--- src/logic/dgp_map.svh ---
// Constants for the gain, pilot and power meter channel front end
`ifndef DGP_MAP_SVH
`define DGP_MAP_SVH
`define DGP_GAIN_FRAC   13
`define DGP_SAT_HI      36'sh0_0001_ffff
`define DGP_SAT_LO      36'shf_fffe_0000
`define DGP_LFSR_ONES   18'h3ffff
`define DGP_X_FB        18'h00081
`define DGP_Y_FB        18'h004a1
`define DGP_X_I         18'h00001
`define DGP_Y_I         18'h00001
`define DGP_X_Q         18'h08050
`define DGP_Y_Q         18'h0ff60
`define DGP_FRAME_LAST  16'h95ff
`define DGP_DIV_OFS     16'h0100
`define DGP_DIV_BIT     9
`define DGP_PM_PRE      8'h03
`define DGP_IVL_SUB     6'h3f
`define DGP_ACC_TOP     49
`define DGP_ACC_BOT     18
`define DGP_HALF        16
`define DGP_FW          37
`define DGP_FIFO_D      16
`endif

--- src/logic/dgp_pkg.sv ---
// Shared types of the channel front end
package dgp_pkg;
   typedef enum logic [1:0] {PM_IDLE, PM_DELAY, PM_INTEG, PM_WAIT} dgp_pm_state_t;
   typedef logic signed [17:0] dgp_smp_t;
endpackage

--- src/logic/dgp_strm_if.sv ---
// Valid/ready stream bundle between the front end and its FIFO
`timescale 1ns/1ps
interface dgp_strm_if #(parameter int W = 8);
   logic         valid;
   logic         ready;
   logic [W-1:0] data;
   modport src (output valid, output data, input ready);
   modport snk (input valid, input data, output ready);
endinterface

--- src/logic/dgp_top.sv ---
// Channel front end: gain, pilot insertion and power meter
`timescale 1ns/1ps
`include "dgp_map.svh"
module dgp_top (
   input  wire logic        clock_i,
   input  wire logic        resetn_i,
   input  wire logic        in_valid_i,
   output logic             in_ready_o,
   input  wire logic [17:0] in_i_i,
   input  wire logic [17:0] in_q_i,
   input  wire logic        in_sig_b_i,
   output logic             out_valid_o,
   input  wire logic        out_ready_i,
   output logic [17:0]      out_i_o,
   output logic [17:0]      out_q_o,
   output logic             out_sig_b_o,
   input  wire logic        mode_ab_i,
   input  wire logic [7:0]  sync_i,
   input  wire logic [15:0] gain_a_i,
   input  wire logic [15:0] gain_b_i,
   input  wire logic [2:0]  gain_sync_sel_i,
   input  wire logic [15:0] pilot_psc_lo_i,
   input  wire logic [1:0]  pilot_psc_hi_i,
   input  wire logic        pilot_div_i,
   input  wire logic [15:0] pilot_delay_i,
   input  wire logic [15:0] pilot_gain0_i,
   input  wire logic [15:0] pilot_gain1_i,
   input  wire logic [2:0]  pilot_sync_sel_i,
   input  wire logic [12:0] pm_integ_i,
   input  wire logic [6:0]  pm_delay_i,
   input  wire logic [8:0]  pm_interval_i,
   input  wire logic [2:0]  pm_sync_sel_i,
   input  wire logic        pm_sync_dis_i,
   output logic [15:0]      pm_res_a_lo_o,
   output logic [15:0]      pm_res_a_hi_o,
   output logic [15:0]      pm_res_b_lo_o,
   output logic [15:0]      pm_res_b_hi_o,
   output logic             pm_ready_o
);
   dgp_strm_if #(.W(`DGP_FW)) fw ();
   dgp_strm_if #(.W(`DGP_FW)) fr ();

   logic                  gsync, psync, msync, take, chip, is_b;
   logic [15:0]           gain_a_q, gain_a_d, gain_b_q, gain_b_d, gsel;
   logic [17:0]           x_q, x_d, y_q, y_d;
   logic [15:0]           pdly_q, pdly_d, chip_q, chip_d, chip_ofs;
   logic                  pon_q, pon_d, pact, bit_i, bit_q, neg;
   logic signed [16:0]    g0, g1, pil_i, pil_q;
   dgp_pkg::dgp_smp_t     sy_i, sy_q;
   dgp_pkg::dgp_pm_state_t pm_q, pm_d;
   logic [7:0]            dcnt_q, dcnt_d;
   logic [14:0]           icnt_q, icnt_d, ivl_q, ivl_d, ilast, vlast;
   logic [49:0]           acc_a_q, acc_a_d, acc_b_q, acc_b_d;
   logic [31:0]           res_a_q, res_a_d, res_b_q, res_b_d;
   logic                  rdy_q, rdy_d, last, wrap;
   logic [36:0]           pw, pwi;
   logic signed [35:0]    sq_i, sq_q;

   // Sync selection
   assign gsync = sync_i[gain_sync_sel_i];
   assign psync = sync_i[pilot_sync_sel_i];
   assign msync = sync_i[pm_sync_sel_i] && !pm_sync_dis_i;

   // A sample counts as a chip; in two-channel mode the B sample closes the pair
   assign take = in_valid_i && fw.ready;
   assign is_b = mode_ab_i && in_sig_b_i;
   assign chip = take && (!mode_ab_i || in_sig_b_i);

   // Gain: ports stage the words, a sync moves them into the active copies
   always_comb
   begin
      gain_a_d = gsync ? gain_a_i : gain_a_q;
      gain_b_d = gsync ? gain_b_i : gain_b_q;
      gsel     = is_b ? gain_b_q : gain_a_q;
   end

   always_ff @(posedge clock_i)
   begin
      if (!resetn_i)
      begin
         gain_a_q <= '0;
         gain_b_q <= '0;
      end
      else
      begin
         gain_a_q <= gain_a_d;
         gain_b_q <= gain_b_d;
      end
   end

   // Pilot generator
   assign pact     = pon_q && (pdly_q == '0);
   assign bit_i    = ^(x_q & `DGP_X_I) ^ ^(y_q & `DGP_Y_I);
   assign bit_q    = ^(x_q & `DGP_X_Q) ^ ^(y_q & `DGP_Y_Q);
   assign chip_ofs = chip_q + `DGP_DIV_OFS;
   assign neg      = pilot_div_i && chip_ofs[`DGP_DIV_BIT];
   assign g0       = {pilot_gain0_i[15], pilot_gain0_i};
   assign g1       = {pilot_gain1_i[15], pilot_gain1_i};

   always_comb
   begin
      // Two-channel data never carries pilot, even if the gains were left set
      if (!pact || mode_ab_i)
      begin
         pil_i = '0;
         pil_q = '0;
      end
      else
      begin
         pil_i = (bit_i ^ neg) ? -g0 : g0;
         pil_q = (bit_q ^ neg) ? -g1 : g1;
      end
   end

   always_comb
   begin
      x_d    = x_q;
      y_d    = y_q;
      pdly_d = pdly_q;
      pon_d  = pon_q;
      chip_d = chip_q;
      if (psync)
      begin
         x_d    = {pilot_psc_hi_i, pilot_psc_lo_i};
         y_d    = `DGP_LFSR_ONES;
         pdly_d = pilot_delay_i;
         pon_d  = 1'b1;
         chip_d = '0;
      end
      else if (chip && pon_q)
      begin
         if (pdly_q != '0)
            pdly_d = pdly_q - 1'b1;
         else
         begin
            x_d    = {^(x_q & `DGP_X_FB), x_q[17:1]};
            y_d    = {^(y_q & `DGP_Y_FB), y_q[17:1]};
            chip_d = (chip_q == `DGP_FRAME_LAST) ? '0 : chip_q + 1'b1;
         end
      end
   end

   always_ff @(posedge clock_i)
   begin
      if (!resetn_i)
      begin
         x_q    <= '0;
         y_q    <= `DGP_LFSR_ONES;
         pdly_q <= '0;
         pon_q  <= 1'b0;
         chip_q <= '0;
      end
      else
      begin
         x_q    <= x_d;
         y_q    <= y_d;
         pdly_q <= pdly_d;
         pon_q  <= pon_d;
         chip_q <= chip_d;
      end
   end

   // Gain, pilot sum and clipping per rail
   dgp_gain_sat u_sat_i (
      .smp_i  ($signed(in_i_i)),
      .gain_i (gsel),
      .add_i  (pil_i),
      .y_o    (sy_i)
   );

   dgp_gain_sat u_sat_q (
      .smp_i  ($signed(in_q_i)),
      .gain_i (gsel),
      .add_i  (pil_q),
      .y_o    (sy_q)
   );

   // Downstream filter may stall; back-pressure reaches the source
   assign fw.valid   = in_valid_i;
   assign fw.data    = {in_sig_b_i, sy_q, sy_i};
   assign in_ready_o = fw.ready;

   dgp_fifo #(.W(`DGP_FW), .D(`DGP_FIFO_D)) u_fifo (
      .clock_i  (clock_i),
      .resetn_i (resetn_i),
      .wr       (fw),
      .rd       (fr)
   );

   assign out_valid_o = fr.valid;
   assign fr.ready    = out_ready_i;
   assign out_i_o     = fr.data[17:0];
   assign out_q_o     = fr.data[35:18];
   assign out_sig_b_o = fr.data[36];

   // Power meter, fed with the data that enters the pulse-shaping filter
   // Full-width squares: a self-sized product would keep only 18 bits
   assign sq_i  = sy_i * sy_i;
   assign sq_q  = sy_q * sy_q;
   assign pwi   = {1'b0, sq_i};
   assign pw    = pwi + {1'b0, sq_q};
   assign ilast = {pm_integ_i, 2'b00};
   assign vlast = {pm_interval_i, `DGP_IVL_SUB};
   assign last  = (icnt_q == ilast);
   assign wrap  = (ivl_q == vlast);

   always_comb
   begin
      pm_d    = pm_q;
      dcnt_d  = dcnt_q;
      icnt_d  = icnt_q;
      ivl_d   = ivl_q;
      acc_a_d = acc_a_q;
      acc_b_d = acc_b_q;
      res_a_d = res_a_q;
      res_b_d = res_b_q;
      rdy_d   = 1'b0;
      if (msync)
      begin
         pm_d    = dgp_pkg::PM_DELAY;
         dcnt_d  = `DGP_PM_PRE + {1'b0, pm_delay_i};
         icnt_d  = '0;
         ivl_d   = '0;
         acc_a_d = '0;
         acc_b_d = '0;
      end
      else
      begin
         // The A half of a pair arrives before the B chip that ends it
         if (take && mode_ab_i && !in_sig_b_i && pm_q == dgp_pkg::PM_INTEG)
            acc_a_d = acc_a_q + {13'h0, (last ? pwi : pw)};
         if (chip)
         begin
            case (pm_q)
               dgp_pkg::PM_DELAY:
               begin
                  dcnt_d = dcnt_q - 1'b1;
                  if (dcnt_q == 8'h01)
                     pm_d = dgp_pkg::PM_INTEG;
               end
               dgp_pkg::PM_INTEG:
               begin
                  if (mode_ab_i)
                     acc_b_d = acc_b_q + {13'h0, pw};
                  else
                     acc_a_d = acc_a_q + {13'h0, pw};
                  icnt_d = icnt_q + 1'b1;
                  ivl_d  = ivl_q + 1'b1;
                  if (last)
                  begin
                     // Unread results are simply replaced
                     res_a_d = acc_a_d[`DGP_ACC_TOP:`DGP_ACC_BOT];
                     res_b_d = acc_b_d[`DGP_ACC_TOP:`DGP_ACC_BOT];
                     rdy_d   = 1'b1;
                     pm_d    = dgp_pkg::PM_WAIT;
                  end
               end
               dgp_pkg::PM_WAIT:
                  ivl_d = ivl_q + 1'b1;
               default:
                  pm_d = pm_q;
            endcase
            if ((pm_q == dgp_pkg::PM_INTEG || pm_q == dgp_pkg::PM_WAIT) && wrap)
            begin
               pm_d    = dgp_pkg::PM_INTEG;
               icnt_d  = '0;
               ivl_d   = '0;
               acc_a_d = '0;
               acc_b_d = '0;
            end
         end
      end
   end

   always_ff @(posedge clock_i)
   begin
      if (!resetn_i)
      begin
         pm_q    <= dgp_pkg::PM_IDLE;
         dcnt_q  <= '0;
         icnt_q  <= '0;
         ivl_q   <= '0;
         acc_a_q <= '0;
         acc_b_q <= '0;
         res_a_q <= '0;
         res_b_q <= '0;
         rdy_q   <= 1'b0;
      end
      else
      begin
         pm_q    <= pm_d;
         dcnt_q  <= dcnt_d;
         icnt_q  <= icnt_d;
         ivl_q   <= ivl_d;
         acc_a_q <= acc_a_d;
         acc_b_q <= acc_b_d;
         res_a_q <= res_a_d;
         res_b_q <= res_b_d;
         rdy_q   <= rdy_d;
      end
   end

   assign pm_res_a_lo_o = res_a_q[`DGP_HALF-1:0];
   assign pm_res_a_hi_o = res_a_q[31:`DGP_HALF];
   assign pm_res_b_lo_o = res_b_q[`DGP_HALF-1:0];
   assign pm_res_b_hi_o = res_b_q[31:`DGP_HALF];
   assign pm_ready_o    = rdy_q;
endmodule

--- src/logic/dgp_gain_sat.sv ---
// Gain multiply, pilot add and saturation for one rail
`timescale 1ns/1ps
`include "dgp_map.svh"
module dgp_gain_sat (
   input  wire logic signed [17:0] smp_i,
   input  wire logic        [15:0] gain_i,
   input  wire logic signed [16:0] add_i,
   output logic signed      [17:0] y_o
);
   logic signed [34:0] prod;
   logic signed [35:0] sum;
   always_comb
   begin
      prod = smp_i * $signed({1'b0, gain_i});
      sum  = 36'(prod >>> `DGP_GAIN_FRAC) + 36'(add_i);
      // Clip rather than wrap: gains above unity would fold peaks over
      if (sum > `DGP_SAT_HI)
         y_o = 18'sh1ffff;
      else if (sum < `DGP_SAT_LO)
         y_o = 18'sh20000;
      else
         y_o = sum[17:0];
   end
endmodule

--- src/logic/dgp_fifo.sv ---
// Sample FIFO with valid/ready on both sides
`timescale 1ns/1ps
module dgp_fifo #(
   parameter int W = 8,
   parameter int D = 16
) (
   input wire logic clock_i,
   input wire logic resetn_i,
   dgp_strm_if.snk  wr,
   dgp_strm_if.src  rd
);
   localparam int AW = $clog2(D);
   logic [W-1:0]  mem_q [D];
   logic [AW-1:0] wp_q, wp_d, rp_q, rp_d;
   logic [AW:0]   n_q, n_d;
   logic          push, pop;

   assign wr.ready = (n_q != D[AW:0]);
   assign rd.valid = (n_q != '0);
   assign rd.data  = mem_q[rp_q];
   assign push     = wr.valid && wr.ready;
   assign pop      = rd.valid && rd.ready;

   always_comb
   begin
      wp_d = push ? wp_q + 1'b1 : wp_q;
      rp_d = pop ? rp_q + 1'b1 : rp_q;
      n_d  = n_q + {{AW{1'b0}}, push} - {{AW{1'b0}}, pop};
   end

   always_ff @(posedge clock_i)
   begin
      if (!resetn_i)
      begin
         wp_q <= '0;
         rp_q <= '0;
         n_q  <= '0;
      end
      else
      begin
         wp_q <= wp_d;
         rp_q <= rp_d;
         n_q  <= n_d;
      end
   end

   always_ff @(posedge clock_i)
   begin
      if (push)
         mem_q[wp_q] <= wr.data;
   end
endmodule

--- config.mk ---
export PLATFORM = sky130hd
export DESIGN_NAME = dgp_top
export DESIGN_NICKNAME = d
export VERILOG_FILES = /design/src/logic/dgp_pkg.sv /design/src/logic/dgp_strm_if.sv /design/src/logic/dgp_top.sv /design/src/logic/dgp_gain_sat.sv /design/src/logic/dgp_fifo.sv
export VERILOG_INCLUDE_DIRS = /design/src /design/src/logic
export SDC_FILE = /design/constraint.sdc
export NUM_CORES = 2
export LEC_CHECK = 0
export ABC_AREA = 1
export BUFFER_PORTS_ARGS = -buffer_cell sky130_fd_sc_hd__buf_2
export CORE_UTILIZATION = 41
export CTS_BUF_LIST = sky130_fd_sc_hd__clkbuf_2
export CTS_CLUSTER_SIZE = 8
export DETAILED_ROUTE_END_ITERATION = 12
export GPL_TIMING_DRIVEN = 0
export PLACE_DENSITY = 0.6
export SYNTH_ARGS = -nofsm -noshare
export SYNTH_HDL_FRONTEND = slang
export SYNTH_SLANG_ARGS = --single-unit
--- constraint.sdc ---
create_clock -name clock_i -period 21.8 [get_ports clock_i]
set_input_delay 2.18 -clock clock_i [delete_from_list [all_inputs] [get_ports clock_i]]
set_output_delay 2.18 -clock clock_i [all_outputs]
set_load 0.05 [all_outputs]
==> flow_summary.json <==
{
  "syn-mean-instance-area_sq_um": 8.18,
  "hold_viol": 0,
  "maxCapViolCount": 0,
  "fin_area_sq_mm": 0.106,
  "flow.area_growth_from_synthesis_pct": 8.82,
  "grt_start_max_net_pins": 29,
  "drv_slew": 0,
  "dpl_worst_slack_ns": -2.53,
  "report.final.setup_viol": 0,
  "critical_path_required_ns": 23.56,
  "outcome": "finished clean",
  "seqCellArea_sq_mm": 0.0242,
  "routed-via-count": 82100,
  "cpMostUsedCell": "nand2_1",
  "synth.distinct_cells": 58,
  "grt_usage_pct": 27.2,
  "postSynth.asyncResetShare_pct": 0,
  "end_kind": "flip-flop",
  "place.detailed.hpwl_um": 262000,
  "yosys_warnings": 0,
  "drt-wirelength-per-cell_um": 20.5,
  "tritoncts": "yes",
  "drtPass1Iterations": 7,
  "synth.largest_area_cell": "fa_1",
  "post-route-min-period_ns": 20.87,
  "cts.htree.levels": 4,
  "ios": 292,
  "core_sq_mm": 0.235,
  "nFillCells": 23900,
  "antenna_found_initial": 26,
  "wire_length_of_the_first_global_routing_pass_um": 491000,
  "finalWeightedCongestion": 1.02,
  "floorplan.initialDensity_pct": 41.3,
  "critical_path.max_fanout": 22,
  "cts_num_sinks": 915,
  "grt_pass1_vias": 81100,
  "dominantRegCellSynth": "edfxtp_1",
  "cpMaxStageDelayCell": "inv_1",
  "synth-seq-area-share_pct": 25.0,
  "worst-slew-pin-transition_ns": 1.39,
  "synth_top_cells_by_area": "fa_1, edfxtp_1, inv_1, nand2_1, ha_1",
  "die_y_um": 489,
  "whs_ns": 0.459,
  "cts-root-to-sink-buffers": 3,
  "synth_enable_flop_cells": 592,
  "synth-seq-cells": 915,
  "netlist_area_sq_mm": 0.0971,
  "floorplan.die_area_sq_mm": 0.239,
  "placedInstanceArea_sq_mm": 0.103,
  "drt.antenna.violating_nets": 0,
  "worst_hold_path_type": "flip-flop to flip-flop",
  "multiInputGateArea_sq_mm": 0.0623,
  "std_cell_rows": 178,
  "post-route-drc-count": 0,
  "critPathLaunchType": "input pin",
  "grt_remaining_overflow": 0,
  "synth_largest_type_area_fraction_pct": 24.4,
  "synth.net_count": 13800,
  "port_buffers": 277,
  "die_w_um": 489,
  "max_slew_headroom_pct": 6.35,
  "achievable-frequency_ghz": 0.0479,
  "setup_repair_after_global_routing_missed_its_margin": "false",
  "fin_ws_ns": 0.927,
  "aggregate_negative_setup_slack_ns": 0,
  "worst_setup_hold_path_clk_slew_ns": 0.11,
  "synth_cells": 11900,
  "wirelength_um": 323000,
  "violation_count_after_the_first_detailed_routing_iteration": 7269,
  "finalClockSkew_ns": 0.279,
  "layout_nets": 14400,
  "share_of_post_route_cells_with_drive_strength_above_1_pct": 7.19,
  "route.detailed.vias_per_inst": 5.21,
  "timing.critical_path.slowest_cell_delay_ns": 0.76,
  "timing.final.crit_share_pct": 95.7,
  "clk_root_buffer_cell": "clkbuf_2",
  "timing.critical_path.arrival_ns": 22.64,
  "cts_made_buffers": 232,
  "path_class": "input pin to flip-flop",
  "clk_latency_ns": 1.99
}
cell usage in the layout, fill, tap and decap left out, types with 13 or more instances in the layout:
cell type	synthesis	routed
a21oi_1	734	734
diode_2	0	15
nand3b_1	16	16
or2_2	68	68
dfxtp_1	323	323
inv_1	2467	2462
xor2_1	194	191
edfxtp_1	592	592
buf_1	46	45
clkbuf_2	0	343
a21boi_0	13	13
o21ai_0	590	583
buf_12	0	13
fa_1	1184	1184
clkinv_2	0	17
clkinv_1	17	63
clkbuf_1	260	248
ha_1	589	588
and2_1	14	14
nand4_1	91	91
nor2_4	0	16
a211oi_1	15	15
o211ai_1	187	187
nor2_1	1085	1068
mux2i_1	149	149
xnor2_1	134	134
inv_2	26	28
o21a_1	16	16
nor3_1	103	103
nand3_1	471	471
o221ai_1	18	18
a31oi_1	53	53
a21o_1	34	34
nor4_1	37	37
nand2_1	2186	2183
buf_2	25	299
o21bai_1	28	28
buf_4	10	24
final cells by class:
type | instances | area share [%]
Inverter | 2512 | 8.94
Antenna cell | 15 | 0.0355
Timing Repair inverter | 3 | 0.0142
Sequential cell | 915 | 22.9
Multi-Input combinational cell | 8098 | 59.0
Tap cell | 3150 | 3.73
Buffer | 343 | 1.32
Timing Repair Buffer | 317 | 1.94
Clock inverter | 80 | 0.566
Clock buffer | 330 | 1.56
path summary, 6_finish.rpt:
path	slack (ns)	depth (start not counted)	end	startpoint
max	0.93	84	res_a_q[19]	in_sig_b_i
min	0.46	2	y_q[13]	y_q[14]
max reg2reg	1.76	78	res_a_q[19]	gain_a_q[12]
min reg2reg	0.46	2	y_q[13]	y_q[14]
sequential cells by signal, indices dropped and copies added (netlist names), named ones only:
name	flops
pdly_q	16
pm_q	2
dcnt_q	8
pon_q	1
u_fifo.wp_q	4
u_fifo.rp_q	4
ivl_q	15
u_fifo.n_q	5
u_fifo.mem_q	592
res_a_q	32
chip_q	16
acc_b_q	50
res_b_q	32
pm_ready_o	1
icnt_q	15
gain_a_q	16
acc_a_q	50
y_q	18
gain_b_q	16
x_q	18
through the flow:
stage                     util [%]  std cells
final                         44.9      15800
after global routing          44.9      15800
after CTS                     44.8      15700
after detailed placement      43.8      15300
after global placement        43.5      15300
after floorplan                  -      11900
metal layers:
layer | wire length, um | track usage [%] | up-vias | part of all wire [%]
met5 | 118 | 0 | - | 0.037
met3 | 29500 | 5.09 | 508 | 9.1
met1 | 140000 | 37.7 | 39600 | 43
met2 | 143000 | 43.1 | 3321 | 44
met4 | 9950 | 8.34 | 18 | 3.1
li1 | - | - | 38700 | -
what timing repair did:
action	CTS	global route
gates resized for setup	6	59
hold endpoints to repair	0	0
pin swaps	1	0
hold buffers	0	0
cloned	0	3
setup endpoints to repair	52	117
buffers inserted	2	8
cells by family after synthesis:
family          share of synthesized area [%]
flops                                    25.0
buf+inv                                  11.1
mux                                      1.54
fa+ha+maj                                32.0
simple gates                             17.2
xor+xnor                                 2.96
compound gates                           10.2
cells in the mapped netlist (10+ instances only):
cell and count:
buf_4 10, dfxtp_1 323, a211oi_1 15, nor4_1 37, fa_1 1184, inv_2 26
o21ai_1 12, o21bai_1 28, xor2_1 194, buf_2 25, nand4_1 91, o21a_1 16
nand3_1 471, nand3b_1 16, a21boi_0 13, nand2_1 2186, mux2i_1 149, inv_1 2467
clkbuf_1 260, nor3_1 103, ha_1 589, o221ai_1 18, buf_1 46, a31oi_1 53
a21oi_1 734, edfxtp_1 592, clkinv_1 17, or2_2 68, o21ai_0 590, xnor2_1 134
a21o_1 34, a221oi_1 10, and2_1 14, nor2_1 1085, a21oi_2 10, o211ai_1 187
critical path, delay by kind of cell:
kind	cells	cell delay [ns]
adder cells (fa/ha/maj)	17	8.03
AND/OR/NAND/NOR	35	5.82
buffers and inverters	16	2.85
AO/OA/AOI/OAI	14	3.45
XOR/XNOR	2	0.22
Power is left out: the tool's default activity adds up to more than one toggle a clock period on the data nets, which glitch-free logic cannot reach.
